File: src/rtl/tsacq_map.svh
// Register offsets, field positions, reset values and timing counts
`ifndef TSACQ_MAP_SVH
`define TSACQ_MAP_SVH
`define TSACQ_CTRL_OFS 8'h00
`define TSACQ_LEVEL_OFS 8'h04
`define TSACQ_EXTLVL_OFS 8'h08
`define TSACQ_GAIN_OFS 8'h0c
`define TSACQ_OFFS_OFS 8'h10
`define TSACQ_PRE_OFS 8'h14
`define TSACQ_DLY_OFS 8'h18
`define TSACQ_LEN_OFS 8'h1c
`define TSACQ_NREC_OFS 8'h20
`define TSACQ_SKIP_OFS 8'h24
`define TSACQ_STAT_OFS 8'h28
`define TSACQ_TSLO_OFS 8'h2c
`define TSACQ_TSHI_OFS 8'h30
`define TSACQ_FRAC_OFS 8'h34
`define TSACQ_CMD_OFS 8'h38
`define TSACQ_CTRL_SRC 1:0
`define TSACQ_CTRL_EXTBP 2
`define TSACQ_CTRL_FALL 3
`define TSACQ_CTRL_SYNC 5:4
`define TSACQ_CTRL_REF 7:6
`define TSACQ_CMD_ARM 0
`define TSACQ_CMD_SWTRIG 1
`define TSACQ_CMD_STOP 2
`define TSACQ_STAT_BUSY 0
`define TSACQ_STAT_LOCK 1
`define TSACQ_STAT_CNT 31:16
`define TSACQ_GAIN_RST 16'h1000
`define TSACQ_GAIN_FRAC 12
`define TSACQ_LEN_RST 16'h0100
`define TSACQ_TRIG_RES_PS 25
`define TSACQ_SAMPLE_PS 8000
`define TSACQ_INTERP_STEPS (`TSACQ_SAMPLE_PS / `TSACQ_TRIG_RES_PS)
`endif

File: src/rtl/tsacq_pkg.sv
// Types shared by the acquisition modules
package tsacq_pkg;
	typedef enum logic [3:0] {
		TSACQ_IDLE = 4'b0001,
		TSACQ_ARMED = 4'b0010,
		TSACQ_DELAY = 4'b0100,
		TSACQ_CAPT = 4'b1000
	} tsacq_state_t;
	typedef enum logic [1:0] {
		TSACQ_SRC_SW = 2'h0,
		TSACQ_SRC_EXT = 2'h1,
		TSACQ_SRC_LEVEL = 2'h2,
		TSACQ_SRC_SYNC = 2'h3
	} tsacq_src_t;
	typedef enum logic [1:0] {
		TSACQ_SYNC_HIZ = 2'h0,
		TSACQ_SYNC_TSRST = 2'h1,
		TSACQ_SYNC_DRIVE = 2'h2,
		TSACQ_SYNC_CHAIN = 2'h3
	} tsacq_sync_t;
endpackage : tsacq_pkg

File: src/rtl/tsacq_strm_if.sv
// Record word stream between acquisition core and output buffer
`timescale 1ns/1ps
interface tsacq_strm_if #(parameter int W = 18);
	logic [W-1:0] data;
	logic valid;
	logic ready;
	modport src (output data, output valid, input ready);
	modport snk (input data, input valid, output ready);
endinterface : tsacq_strm_if

File: src/rtl/tsacq_top.sv
// Trigger, time-stamp and record acquisition control with APB registers
// Overview of operation
// - Level trigger above or below threshold
// - External trigger from channel A or backplane
// - Software trigger command fires a trigger
// - Records start programmable samples before trigger
// - Pre-trigger may reach the record length, up to PRE_DEPTH - 1 samples
// - Programmable delay before record collection
// - One contiguous record per accepted trigger
// - Stop after record count or run unlimited
// - Latch time-stamp at each accepted trigger
// - Sync input edge resets time-stamp counter
// - Sync output broadcasts the trigger
// - Sync pin may be high impedance
// - Sync chained through all units
// - Channel A trigger interpolated to 25 ps
// - Gain and offset right after conversion
// - Sample skip keeps every Nth sample
// - Sample clock reference is selectable
//
// Design decisions made here: the APB interface to the registers and the register offsets.
`timescale 1ns/1ps
`include "tsacq_map.svh"
module tsacq_top import tsacq_pkg::*; #(
	parameter int ADC_W = 10,
	parameter int PRE_DEPTH = 64,
	parameter int TS_W = 48
) (
	input wire logic core_clk,
	input wire logic rst_n,
	input wire logic psel,
	input wire logic penable,
	input wire logic pwrite,
	input wire logic [7:0] paddr,
	input wire logic [31:0] pwdata,
	output logic [31:0] prdata,
	output logic pready,
	output logic pslverr,
	input wire logic [ADC_W-1:0] adc_data,
	input wire logic [ADC_W-1:0] chan_a_data,
	input wire logic adc_valid,
	output logic adc_ready,
	input wire logic bp_trig,
	input wire logic sync_i,
	output logic sync_o,
	output logic sync_oe,
	output logic [1:0] ref_sel,
	input wire logic pll_locked,
	output logic [15:0] rec_data,
	output logic rec_first,
	output logic rec_last,
	output logic rec_valid,
	input wire logic rec_ready
);
	localparam int AW = $clog2(PRE_DEPTH);
	localparam logic [15:0] PRE_MAX = 16'(PRE_DEPTH - 1);

	tsacq_strm_if #(.W(18)) core_s ();
	tsacq_strm_if #(.W(18)) out_s ();

	logic [31:0] ctrl_reg;
	logic [15:0] level_reg;
	logic [15:0] extlvl_reg;
	logic [15:0] gain_reg;
	logic [15:0] offs_reg;
	logic [15:0] pre_reg;
	logic [15:0] dly_reg;
	logic [15:0] len_reg;
	logic [15:0] nrec_reg;
	logic [15:0] skip_reg;
	logic [TS_W-1:0] ts_reg;
	logic [TS_W-1:0] ts_lat_reg;
	logic [8:0] frac_reg;
	logic [15:0] done_reg;
	logic [31:0] rdata_next;
	logic addr_ok;
	logic apb_wr;
	logic cmd_wr;

	assign apb_wr = psel && penable && pready && pwrite;
	assign cmd_wr = apb_wr && paddr == `TSACQ_CMD_OFS;

	// APB slave: no wait states, error on unmapped address
	always_ff @(posedge core_clk or negedge rst_n) begin
		if (!rst_n) begin
			pready <= 1'b0;
			pslverr <= 1'b0;
			prdata <= 32'h0;
		end else if (psel && !penable) begin
			pready <= 1'b1;
			pslverr <= !addr_ok;
			prdata <= rdata_next;
		end else begin
			pready <= 1'b0;
			pslverr <= 1'b0;
		end
	end

	always_ff @(posedge core_clk or negedge rst_n) begin
		if (!rst_n) begin
			ctrl_reg <= 32'h0;
			level_reg <= 16'h0;
			extlvl_reg <= 16'h0;
			gain_reg <= `TSACQ_GAIN_RST;
			offs_reg <= 16'h0;
			pre_reg <= 16'h0;
			dly_reg <= 16'h0;
			len_reg <= `TSACQ_LEN_RST;
			nrec_reg <= 16'h0;
			skip_reg <= 16'h0;
		end else if (apb_wr && !pslverr) begin
			case (paddr)
				`TSACQ_CTRL_OFS: ctrl_reg <= {24'h0, pwdata[7:0]};
				`TSACQ_LEVEL_OFS: level_reg <= pwdata[15:0];
				`TSACQ_EXTLVL_OFS: extlvl_reg <= pwdata[15:0];
				`TSACQ_GAIN_OFS: gain_reg <= pwdata[15:0];
				`TSACQ_OFFS_OFS: offs_reg <= pwdata[15:0];
				// Longest look-back is one less than the history depth
				`TSACQ_PRE_OFS: pre_reg <= (pwdata[15:0] > PRE_MAX) ?
					PRE_MAX : pwdata[15:0];
				`TSACQ_DLY_OFS: dly_reg <= pwdata[15:0];
				`TSACQ_LEN_OFS: len_reg <= pwdata[15:0];
				`TSACQ_NREC_OFS: nrec_reg <= pwdata[15:0];
				`TSACQ_SKIP_OFS: skip_reg <= pwdata[15:0];
				default: begin
				end
			endcase
		end
	end

	tsacq_state_t st_reg;

	always_comb begin
		rdata_next = 32'h0;
		addr_ok = 1'b1;
		case (paddr)
			`TSACQ_CTRL_OFS: rdata_next = ctrl_reg;
			`TSACQ_LEVEL_OFS: rdata_next = {16'h0, level_reg};
			`TSACQ_EXTLVL_OFS: rdata_next = {16'h0, extlvl_reg};
			`TSACQ_GAIN_OFS: rdata_next = {16'h0, gain_reg};
			`TSACQ_OFFS_OFS: rdata_next = {16'h0, offs_reg};
			`TSACQ_PRE_OFS: rdata_next = {16'h0, pre_reg};
			`TSACQ_DLY_OFS: rdata_next = {16'h0, dly_reg};
			`TSACQ_LEN_OFS: rdata_next = {16'h0, len_reg};
			`TSACQ_NREC_OFS: rdata_next = {16'h0, nrec_reg};
			`TSACQ_SKIP_OFS: rdata_next = {16'h0, skip_reg};
			`TSACQ_STAT_OFS: begin
				rdata_next[`TSACQ_STAT_BUSY] = st_reg != TSACQ_IDLE;
				rdata_next[`TSACQ_STAT_LOCK] = pll_locked;
				rdata_next[`TSACQ_STAT_CNT] = done_reg;
			end
			`TSACQ_TSLO_OFS: rdata_next = ts_lat_reg[31:0];
			`TSACQ_TSHI_OFS: rdata_next = 32'(ts_lat_reg[TS_W-1:32]);
			`TSACQ_FRAC_OFS: rdata_next = {23'h0, frac_reg};
			`TSACQ_CMD_OFS: rdata_next = 32'h0;
			default: addr_ok = 1'b0;
		endcase
	end

	// Reference selection goes to the clock generator through one register stage
	always_ff @(posedge core_clk or negedge rst_n) begin
		if (!rst_n) begin
			ref_sel <= 2'h0;
		end else begin
			ref_sel <= ctrl_reg[`TSACQ_CTRL_REF];
		end
	end

	// Sample pipeline: stage one holds while the buffer is full
	logic in_rdy;
	logic s2;
	logic proc_v_reg;
	logic [15:0] proc_reg;
	logic [ADC_W-1:0] a_cur_reg;
	logic [ADC_W-1:0] a_prev_reg;
	logic signed [ADC_W+15:0] prod;

	assign in_rdy = core_s.ready;
	assign s2 = proc_v_reg && in_rdy;
	assign prod = $signed(adc_data) * $signed(gain_reg);

	always_ff @(posedge core_clk or negedge rst_n) begin
		if (!rst_n) begin
			proc_v_reg <= 1'b0;
			proc_reg <= 16'h0;
			a_cur_reg <= '0;
			a_prev_reg <= '0;
		end else if (in_rdy) begin
			proc_v_reg <= adc_valid;
			if (adc_valid) begin
				proc_reg <= 16'(prod >>> `TSACQ_GAIN_FRAC) +
					offs_reg;
				a_cur_reg <= chan_a_data;
				a_prev_reg <= a_cur_reg;
			end
		end
	end

	logic [15:0] skip_cnt_reg;
	logic keep;

	assign keep = s2 && skip_cnt_reg == 16'h0;

	always_ff @(posedge core_clk or negedge rst_n) begin
		if (!rst_n) begin
			skip_cnt_reg <= 16'h0;
		end else if (s2) begin
			skip_cnt_reg <= (skip_cnt_reg + 16'h1 >= skip_reg) ?
				16'h0 : skip_cnt_reg + 16'h1;
		end
	end

	// Trigger detection
	logic above_reg;
	logic above;
	logic lvl_hit;
	logic a_hit;
	logic sync_prev_reg;
	logic sync_rise;
	logic bp_prev_reg;
	logic ext_pend_reg;
	logic sync_pend_reg;
	logic sw_pend_reg;
	logic trig;
	logic accept;
	tsacq_src_t src;
	tsacq_sync_t smode;

	assign src = tsacq_src_t'(ctrl_reg[`TSACQ_CTRL_SRC]);
	assign smode = tsacq_sync_t'(ctrl_reg[`TSACQ_CTRL_SYNC]);
	assign above = $signed(proc_reg) > $signed(level_reg);
	assign lvl_hit = ctrl_reg[`TSACQ_CTRL_FALL] ?
		(above_reg && !above) : (!above_reg && above);
	assign a_hit = s2 && $signed(a_prev_reg) < $signed(extlvl_reg[9:0]) &&
		$signed(a_cur_reg) >= $signed(extlvl_reg[9:0]);
	assign sync_rise = sync_i && !sync_prev_reg;
	assign trig = sw_pend_reg || (src == TSACQ_SRC_EXT && ext_pend_reg) ||
		(src == TSACQ_SRC_LEVEL && lvl_hit) ||
		(src == TSACQ_SRC_SYNC && sync_pend_reg);
	assign accept = keep && st_reg == TSACQ_ARMED && trig;

	always_ff @(posedge core_clk or negedge rst_n) begin
		if (!rst_n) begin
			above_reg <= 1'b0;
		end else if (keep) begin
			above_reg <= above;
		end
	end

	// Pending flags: a new event wins over consumption in the same cycle
	always_ff @(posedge core_clk or negedge rst_n) begin
		if (!rst_n) begin
			sync_prev_reg <= 1'b0;
			bp_prev_reg <= 1'b0;
			ext_pend_reg <= 1'b0;
			sync_pend_reg <= 1'b0;
			sw_pend_reg <= 1'b0;
		end else begin
			sync_prev_reg <= sync_i;
			bp_prev_reg <= bp_trig;
			ext_pend_reg <= (ctrl_reg[`TSACQ_CTRL_EXTBP] ?
				(bp_trig && !bp_prev_reg) : a_hit) ||
				(ext_pend_reg && !keep);
			sync_pend_reg <= (sync_rise && smode == TSACQ_SYNC_CHAIN) ||
				(sync_pend_reg && !keep);
			sw_pend_reg <= (cmd_wr && pwdata[`TSACQ_CMD_SWTRIG]) ||
				(sw_pend_reg && !keep);
		end
	end

	// Time-stamp counter and trigger latch
	always_ff @(posedge core_clk or negedge rst_n) begin
		if (!rst_n) begin
			ts_reg <= '0;
			ts_lat_reg <= '0;
		end else begin
			if (smode == TSACQ_SYNC_TSRST && sync_rise) begin
				ts_reg <= '0;
			end else begin
				ts_reg <= ts_reg + 1'b1;
			end
			if (accept) begin
				ts_lat_reg <= ts_reg;
			end
		end
	end

	// Sync pin drive
	always_ff @(posedge core_clk or negedge rst_n) begin
		if (!rst_n) begin
			sync_o <= 1'b0;
			sync_oe <= 1'b0;
		end else begin
			case (smode)
				TSACQ_SYNC_DRIVE: begin
					sync_oe <= 1'b1;
					sync_o <= accept;
				end
				TSACQ_SYNC_CHAIN: begin
					sync_oe <= 1'b1;
					sync_o <= sync_i || accept;
				end
				default: begin
					sync_oe <= 1'b0;
					sync_o <= 1'b0;
				end
			endcase
		end
	end

	// Sub-sample crossing time on channel A, restoring divider
	logic [19:0] div_num_reg;
	logic [11:0] div_rem_reg;
	logic [10:0] div_den_reg;
	logic [19:0] div_quo_reg;
	logic [4:0] div_cnt_reg;
	logic div_busy_reg;
	logic [12:0] div_try;
	logic [11:0] div_sh;
	logic [10:0] a_num;
	logic [10:0] a_den;

	assign a_num = 11'($signed(extlvl_reg[9:0]) - $signed(a_prev_reg));
	assign a_den = 11'($signed(a_cur_reg) - $signed(a_prev_reg));
	assign div_sh = {div_rem_reg[10:0], div_num_reg[19]};
	assign div_try = {1'b0, div_sh} - {2'b0, div_den_reg};

	logic [10:0] hit_num_reg;
	logic [10:0] hit_den_reg;

	// Crossing pair is held until the next channel A crossing replaces it
	always_ff @(posedge core_clk or negedge rst_n) begin
		if (!rst_n) begin
			hit_num_reg <= 11'h0;
			hit_den_reg <= 11'h0;
		end else if (a_hit) begin
			hit_num_reg <= a_num;
			hit_den_reg <= a_den;
		end
	end

	always_ff @(posedge core_clk or negedge rst_n) begin
		if (!rst_n) begin
			div_num_reg <= 20'h0;
			div_rem_reg <= 12'h0;
			div_den_reg <= 11'h0;
			div_quo_reg <= 20'h0;
			div_cnt_reg <= 5'h0;
			div_busy_reg <= 1'b0;
			frac_reg <= 9'h0;
		end else if (div_busy_reg) begin
			div_num_reg <= {div_num_reg[18:0], 1'b0};
			div_rem_reg <= div_try[12] ? div_sh : div_try[11:0];
			div_quo_reg <= {div_quo_reg[18:0], !div_try[12]};
			div_cnt_reg <= div_cnt_reg - 5'h1;
			if (div_cnt_reg == 5'h1) begin
				div_busy_reg <= 1'b0;
				frac_reg <= {div_quo_reg[7:0], !div_try[12]};
			end
		end else if (accept && src == TSACQ_SRC_EXT &&
			!ctrl_reg[`TSACQ_CTRL_EXTBP]) begin
			div_num_reg <= 20'(hit_num_reg * `TSACQ_INTERP_STEPS);
			div_den_reg <= hit_den_reg;
			div_rem_reg <= 12'h0;
			div_quo_reg <= 20'h0;
			div_cnt_reg <= 5'h14;
			div_busy_reg <= 1'b1;
		end
	end

	// Pre-trigger history in flip-flops
	logic [15:0] hist [PRE_DEPTH];
	logic [AW-1:0] wp_reg;
	logic [15:0] pre_eff;
	logic [15:0] word;

	assign pre_eff = (pre_reg > len_reg) ? len_reg : pre_reg;
	assign word = (pre_eff == 16'h0) ? proc_reg :
		hist[wp_reg - AW'(pre_eff)];

	always_ff @(posedge core_clk or negedge rst_n) begin
		if (!rst_n) begin
			wp_reg <= '0;
		end else if (keep) begin
			wp_reg <= wp_reg + 1'b1;
		end
	end

	for (genvar i = 0; i < PRE_DEPTH; i++) begin : g_hist
		always_ff @(posedge core_clk or negedge rst_n) begin
			if (!rst_n) begin
				hist[i] <= 16'h0;
			end else if (keep && wp_reg == AW'(i)) begin
				hist[i] <= proc_reg;
			end
		end
	end

	// Record sequencing
	logic [15:0] cnt_reg;
	logic [15:0] dcnt_reg;
	logic push;
	logic rec_end;
	logic [15:0] cnt_base;

	assign push = keep && (st_reg == TSACQ_CAPT ||
		(st_reg == TSACQ_DELAY && dcnt_reg == dly_reg) ||
		(accept && dly_reg == 16'h0));
	assign cnt_base = (st_reg == TSACQ_CAPT) ? cnt_reg : 16'h0;
	assign rec_end = cnt_base + 16'h1 >= len_reg;
	assign core_s.valid = push;
	assign core_s.data = {cnt_base == 16'h0, rec_end, word};

	always_ff @(posedge core_clk or negedge rst_n) begin
		if (!rst_n) begin
			st_reg <= TSACQ_IDLE;
			cnt_reg <= 16'h0;
			dcnt_reg <= 16'h0;
			done_reg <= 16'h0;
		end else if (cmd_wr && pwdata[`TSACQ_CMD_STOP]) begin
			st_reg <= TSACQ_IDLE;
		end else if (st_reg == TSACQ_IDLE) begin
			if (cmd_wr && pwdata[`TSACQ_CMD_ARM]) begin
				st_reg <= TSACQ_ARMED;
				done_reg <= 16'h0;
			end
		end else if (push && rec_end) begin
			done_reg <= done_reg + 16'h1;
			if (nrec_reg != 16'h0 && done_reg + 16'h1 >= nrec_reg) begin
				st_reg <= TSACQ_IDLE;
			end else begin
				st_reg <= TSACQ_ARMED;
			end
		end else if (push) begin
			st_reg <= TSACQ_CAPT;
			cnt_reg <= cnt_base + 16'h1;
		end else if (accept) begin
			st_reg <= TSACQ_DELAY;
			dcnt_reg <= 16'h1;
		end else if (keep && st_reg == TSACQ_DELAY) begin
			dcnt_reg <= dcnt_reg + 16'h1;
		end
	end

	tsacq_buf #(.W(18)) u_buf (
		.core_clk(core_clk),
		.rst_n(rst_n),
		.in_s(core_s),
		.out_s(out_s)
	);

	assign out_s.ready = rec_ready;
	assign rec_data = out_s.data[15:0];
	assign rec_last = out_s.data[16];
	assign rec_first = out_s.data[17];
	assign rec_valid = out_s.valid;
	assign adc_ready = in_rdy;
endmodule : tsacq_top

File: src/rtl/tsacq_buf.sv
// Two-entry buffer with registered outputs and registered ready
`timescale 1ns/1ps
module tsacq_buf #(
	parameter int W = 18
) (
	input wire logic core_clk,
	input wire logic rst_n,
	tsacq_strm_if.snk in_s,
	tsacq_strm_if.src out_s
);
	logic [W-1:0] out_reg;
	logic [W-1:0] skid_reg;
	logic out_v_reg;
	logic skid_v_reg;
	logic rdy_reg;
	logic push;

	assign push = in_s.valid && rdy_reg;
	assign in_s.ready = rdy_reg;
	assign out_s.data = out_reg;
	assign out_s.valid = out_v_reg;

	always_ff @(posedge core_clk or negedge rst_n) begin
		if (!rst_n) begin
			out_reg <= '0;
			skid_reg <= '0;
			out_v_reg <= 1'b0;
			skid_v_reg <= 1'b0;
			rdy_reg <= 1'b0;
		end else if (!out_v_reg || out_s.ready) begin
			if (skid_v_reg) begin
				out_reg <= skid_reg;
				out_v_reg <= 1'b1;
				skid_v_reg <= 1'b0;
			end else begin
				out_reg <= in_s.data;
				out_v_reg <= push;
			end
			rdy_reg <= 1'b1;
		end else if (push) begin
			// Receiver stalls: the second entry keeps the word
			skid_reg <= in_s.data;
			skid_v_reg <= 1'b1;
			rdy_reg <= 1'b0;
		end else begin
			rdy_reg <= !skid_v_reg;
		end
	end
endmodule : tsacq_buf

File: config.mk
export PLATFORM = sky130hd
export DESIGN_NAME = tsacq_top
export DESIGN_NICKNAME = d
export VERILOG_FILES = /design/src/rtl/tsacq_pkg.sv /design/src/rtl/tsacq_strm_if.sv /design/src/rtl/tsacq_top.sv /design/src/rtl/tsacq_buf.sv
export VERILOG_INCLUDE_DIRS = /design/src /design/src/rtl
export SDC_FILE = /design/constraint.sdc
export NUM_CORES = 2
export LEC_CHECK = 0
export ABC_AREA = 1
export BUFFER_PORTS_ARGS = -buffer_cell sky130_fd_sc_hd__buf_2
export CORE_MARGIN = 10
export CORE_UTILIZATION = 55
export CTS_CLUSTER_DIAMETER = 60
export CTS_CLUSTER_SIZE = 10
export DETAILED_ROUTE_END_ITERATION = 16
export PLACE_DENSITY = 0.74
export SYNTH_ARGS = -nofsm -noshare
export SYNTH_HDL_FRONTEND = slang
export SYNTH_SLANG_ARGS = --single-unit
File: constraint.sdc
create_clock -name core_clk -period 8.35 [get_ports core_clk]
set_clock_uncertainty 0.2 [all_clocks]
set_input_delay 0.835 -clock core_clk [delete_from_list [all_inputs] [get_ports core_clk]]
set_output_delay 0.835 -clock core_clk [all_outputs]
set_load 0.005 [all_outputs]
======== Word level (Yosys, flattened, before mapping) ========
Index checks and enable logic that the tools add are counted.
storage, ports and cells
  input port bits ......................... 70
  bits in registers ....................... 1553
  logic and storage cells ................. 437
operators by class
  reductions and logical operators ........ 154
  mux-type cells .......................... 49
  equal/unequal tests ..................... 92
  multipliers ............................. 2
  bitwise gates (word level) .............. 7
  add/subtract/negate cells ............... 12
  order comparisons ....................... 9
operator list
  operator                 count
  $eq A6 B6 Y1 const B     32
  $mux W16                 12
  $pmux W14 S13            1
  $logic_and A1 B1 Y1      100
  $bmux W16 S6             1
  $eq A6 B5 Y1 const B     16
  $add A16 B1 Y16 const B  4
  $logic_not A16 Y1        4
  $eq A8 B6 Y1 const B     7
  $add A48 B1 Y48 const B  1
  $eq A6 B4 Y1 const B     8
  $ge A16 B16 Y1           3
  $mux W48                 1
  $mux W20                 2
  $mux W11                 3
  $eq A8 B5 Y1 const B     4
  $gt A16 B16 Y1           2
  $pmux W16 S2             1
  $reduce_and A2 Y1        15
  $pmux W2 S14             1
  $mul A10 B16 Y26         1
  $eq A6 B3 Y1 const B     4
  $mux W4                  6
  $sub A10 B10 Y11         2
  45 further kinds         94

======== Longest topological paths before layout ========
  depth after elaboration ................. 15
  mapped depth ............................ 35
  gate-level depth less buffers ........... 33

======== Hierarchy ========
A second synthesis with hierarchy kept.
unflattened totals
  cells, all modules ...................... 9361
  area total of the unflattened synthesis .. 80440.9 µm²
modules (own cells, without submodules)
  module     area each (µm²)  cells an instance  times used
  tsacq_top  78597.9          9120               1
  tsacq_buf  1843.0           241                1

======== Least setup slack after synthesis ========
Ideal clock, no wire load.
  path type ............................... input port to flip-flop
  start ................................... in adc_data[2]
  end ..................................... reg proc_reg[14]
  data arrival time ....................... 6800 ps
  cell stages on the path ................. 34
  data required time ...................... 8067 ps
  library setup time ...................... 83 ps
  setup slack ............................. 1268 ps
  path through ............................ clkbuf_1 > clkbuf_1 > nand2_1 > fa_1 > inv_1 > fa_1 > inv_1 > fa_1 > inv_1 > fa_1 > fa_1 > ha_1 > nand2_1 > inv_1 > nand4_1 > o211ai_1 > a21oi_1 > o21ai_0 > nand3_1 > o21ai_0 > xor2_1 > inv_1 > ha_1 > nand2_1 > nor3_1 > nand3_1 > o2111ai_1 > nand3_1 > nand2_1 > a21oi_1 > nor2_1 > nor2_1 > xor2_1 > o21ai_0
between the ends
  longest elaborated chain between the ends .. 2
ends and longest elaborated chain
  item                    RTL line          text
  start: declaration      tsacq_top.sv:39   input wire logic [ADC_W-1:0] adc_data,
  $mul A10 B16 Y26        tsacq_top.sv:180  assign prod = $signed(adc_data) * $signed(gain_reg);
  $add A16 B16 Y16        tsacq_top.sv:191  proc_reg <= 16'(prod >>> `TSACQ_GAIN_FRAC) +
  end signal: assignment  tsacq_top.sv:191
  end: declaration        tsacq_top.sv:173  logic [15:0] proc_reg;
No other way between the ends.
A chain may end at the register's enable or synchronous reset.

======== Worst setup path in the final report ========
  start ................................... reg gain_reg[8]
  end ..................................... reg proc_reg[14]
between the ends
  longest elaborated chain between the ends .. 2
ends and longest elaborated chain
  item                      RTL line          text
  start: declaration        tsacq_top.sv:64   logic [15:0] gain_reg;
  start signal: assignment  tsacq_top.sv:104  gain_reg <= `TSACQ_GAIN_RST;
  start signal: assignment  tsacq_top.sv:116  `TSACQ_GAIN_OFS: gain_reg <= pwdata[15:0];
  $mul A10 B16 Y26          tsacq_top.sv:180
  $add A16 B16 Y16          tsacq_top.sv:191
No other way between the ends.

==> flow_metrics.env <==
export IMPL_critPathRequiredTime_ns=8.87
export IMPL_critPathLaunchType="register"
export IMPL_relSlewSlack=0.145
export IMPL_ant_nets=0
export IMPL_min_delay_start="chan_a_data[4]"
export IMPL_nets=9766
export IMPL_worstSkewPairLatency_ns=0.83
export IMPL_hpwl_mm=153
export IMPL_min_delay_path_depth=3
export IMPL_r2r_end="proc_reg[14]"
export IMPL_vias_per_cell=6.00
export IMPL_rsz0062_at_grt="no"
export IMPL_synth_ff_type="dfrtp_1"
export IMPL_clock_sinks=1547
export IMPL_power_mw=25.6
export IMPL_ys_async_sr_fraction=1.00
export IMPL_tightest_slew_ns=1.28
export IMPL_hold_path_class="input pin to register"
export IMPL_io_pins=128
export IMPL_synth_fp_nets=10100
export IMPL_reg2reg_depth=30
export IMPL_setup_tns_ns=0
export IMPL_die_h_microns=403
export IMPL_core_area_sq_um=146000
export IMPL_num_antenna_cells=0
export IMPL_grt_pass1_vias=65800
export IMPL_slowest_delay_ns=0.77
export IMPL_vias=67700
export IMPL_timing_fmax_mhz=139
export IMPL_clockBufferDepth=3
export IMPL_layout_cells_non_filler=11300
export IMPL_cp_end_kind="register"
export IMPL_grt_overflow=0
export IMPL_placed_cell_area_sq_um=81700
export IMPL_crit_slowest_cell="dfrtp_1"
export IMPL_post_cts_buffers=0
export IMPL_hold_viol=0
export IMPL_die_w_microns=403
export IMPL_grt_antenna_before_repair=3
export IMPL_min_period_ns=7.20
export IMPL_grt_max_degree=190
export IMPL_cts_max_level=4
export IMPL_die_area_sq_um=162000
export IMPL_wl_per_cell_microns=21.1
export IMPL_ys_ff_latch=1547
export IMPL_fin_area_sq_um=86700
export IMPL_avgSynthCellArea_sq_um=8.38
export IMPL_tritoncts="yes"
export IMPL_status="complete, no violations"
export IMPL_port_buffers=111
export IMPL_first_pass_iters=6
export IMPL_reg2reg_from="gain_reg[8]"
export IMPL_cts_root_buf="clkbuf_16"
export IMPL_syn2layout_area_growth_pct=7.66
export IMPL_drc=0
export IMPL_cp_common_cell="fa_1"
export IMPL_p_leak_nw=40.4
export IMPL_fillerInstances=12700
export IMPL_gp_congestion=0.979
export IMPL_ys_warn_count=0
export IMPL_path_max_fanout=12
export IMPL_largest_reg_flops=1024
export IMPL_dp_cells=11100
export IMPL_worstSetupPathType="register to register"
export IMPL_setup_viol=0
export IMPL_wl_mm=238
export IMPL_cts_made_buffers=177
export IMPL_maxSlewViolCount=0
export IMPL_initial_core_util=0.553
export IMPL_drive_gt1_frac=0.0543
export IMPL_vdd_drop_max_v=0.000473
export IMPL_p_per_area_nw_per_um2=296
export IMPL_netlist_instances=9613
export IMPL_maxCapViolations=0
export IMPL_timing_final_crit_share=0.863
export IMPL_synth_cell_type_count=69
export IMPL_holdPathEnd="a_cur_reg[4]"
export IMPL_clk_pin_slew_ns=0.06
export IMPL_grt_pass1_wl_mm=376
export IMPL_r2r_slack_ns=1.15
export IMPL_cp_arrival_ns=7.72
export IMPL_grtUsageTotal=0.289
export IMPL_cts_resized_gates=0
export IMPL_std_cell_rows=140
export IMPL_synth_edf_count=0
export IMPL_synth_seq_area_share=0.481
export IMPL_initialDrtViolationCount=7171
export IMPL_netlist_area_sq_um=80500
[layout by cell type (no fill, tap or decap), types with 18 or more instances in the layout]
master / count
ha_1: 231
inv_2: 26
o221ai_1: 132
a31oi_1: 27
buf_12: 18
xor2_1: 90
o211ai_1: 141
o21ai_1: 37
a221oi_1: 30
nor3_1: 57
nand2_1: 2164
inv_1: 690
buf_2: 110
nor4_1: 40
clkbuf_16: 178
xnor2_1: 31
dfrtp_1: 1544
a21oi_1: 148
nor2_1: 810
buf_4: 61
mux2i_1: 128
nand3_1: 376
fa_1: 143
nand4_1: 85
o21ai_0: 1828
nand3_2: 18
o22ai_1: 38
[how the worst max path moves through the flow]
stage / startpoint / end / slack [ns] / cells after the start
finish: gain_reg[8] / proc_reg[14] / 1.15 / 30
global route: gain_reg[7] / proc_reg[14] / 0.43 / 32
CTS: gain_reg[7] / proc_reg[14] / 1.12 / 32
detailed placement: adc_data[1] / proc_reg[14] / 0.77 / 33
global placement: adc_data[1] / proc_reg[14] / 0.73 / 33
floorplan: adc_data[2] / proc_reg[14] / 1.27 / 34
[cells in the mapped netlist, drive strengths merged, types with 2 or more instances]
master / n / area, sq um
a221oi: 30 / 263
and2: 2 / 12.5
dfstp: 3 / 78.8
ha: 232 / 2900
dfrtp: 1544 / 38600
nand3: 395 / 2080
o211ai: 141 / 1060
xnor2: 32 / 280
a21oi: 149 / 757
clkinv: 12 / 45.0
o2111ai: 8 / 70.1
or2: 9 / 56.3
nand3b: 5 / 41.3
o22ai: 38 / 238
a31o: 2 / 17.5
a311oi: 2 / 17.5
mux2i: 128 / 1280
a2111oi: 3 / 26.3
inv: 708 / 2660
nand2: 2182 / 8250
o21bai: 2 / 15.0
o31ai: 3 / 22.5
a211oi: 5 / 37.5
o221ai: 132 / 1160
xor2: 91 / 797
a31oi: 27 / 169
nand4: 85 / 532
buf: 105 / 562
clkbuf: 559 / 2100
fa: 144 / 2880
nor3: 65 / 367
nor2: 824 / 3160
o21a: 11 / 83.8
nor4: 44 / 318
a21o: 11 / 82.6
o21ai: 1870 / 9380
[routing by layer]
layer	global-route usage	wire length, microns
met5	0	22
met3	0.0561	19600
met4	0.131	11300
met2	0.456	109000
met1	0.386	98000
[critical path: cells and delay by family, from the launching register on]
family | cells | cell delay (ns)
AND/OR/NAND/NOR | 10 | 1.09
XOR/XNOR | 2 | 0.31
buffers and inverters | 4 | 0.21
adder cells (fa/ha/maj) | 7 | 3.22
flip-flops | 1 | 0.77
AO/OA/AOI/OAI | 7 | 1.31
[repair_timing]
action	CTS	global route
hold buffers	3	0
endpoints found under the hold margin	133	0
endpoints found under the setup margin	0	0
[through the flow]
stage | utilization | setup WS [ns] | hold slack (ns)
final | 0.595 | 1.15 | 0.0452
after CTS | 0.595 | 1.12 | 0.00623
after global placement | 0.561 | 0.734 | 0.248
after detailed placement | 0.561 | 0.771 | 0.239
after global routing | 0.595 | 0.426 | 0.0512
after floorplan | - | 1.27 | 0.174
[power by group]
group          internal, mW  switching [mW]  total (mW)
logic                  2.70            6.13        8.82
clock network          3.90            3.10        7.00
registers              8.92           0.902        9.82
total                  15.5            10.1        25.6
[final cells by class]
class	count	area [sq um]	share of cell area
flip-flops and latches	1547	38700	0.447
multi-input cells	6682	36500	0.421
clock buffers	191	4520	0.0522
inverters	720	2710	0.0313
well taps	1917	2400	0.0277
repair buffers	192	1400	0.0161
clock inverters	23	423	0.00488
[kinds of logic (layout without fill, tap and decap cells)]
logic type                 count (synthesis)  after routing  synth area share
xor gates and xnor gates                 123            123            0.0134
AOI/OAI and AO/OA                       2441           2441             0.167
muxes                                    128            128            0.0159
and+or+nand+nor                         3614           3614             0.184
adders and majority gates                376            376            0.0719
DFF                                     1547           1547             0.481
buffers and inverters                   1384           1126            0.0666
(Power assumes the default switching activity.)
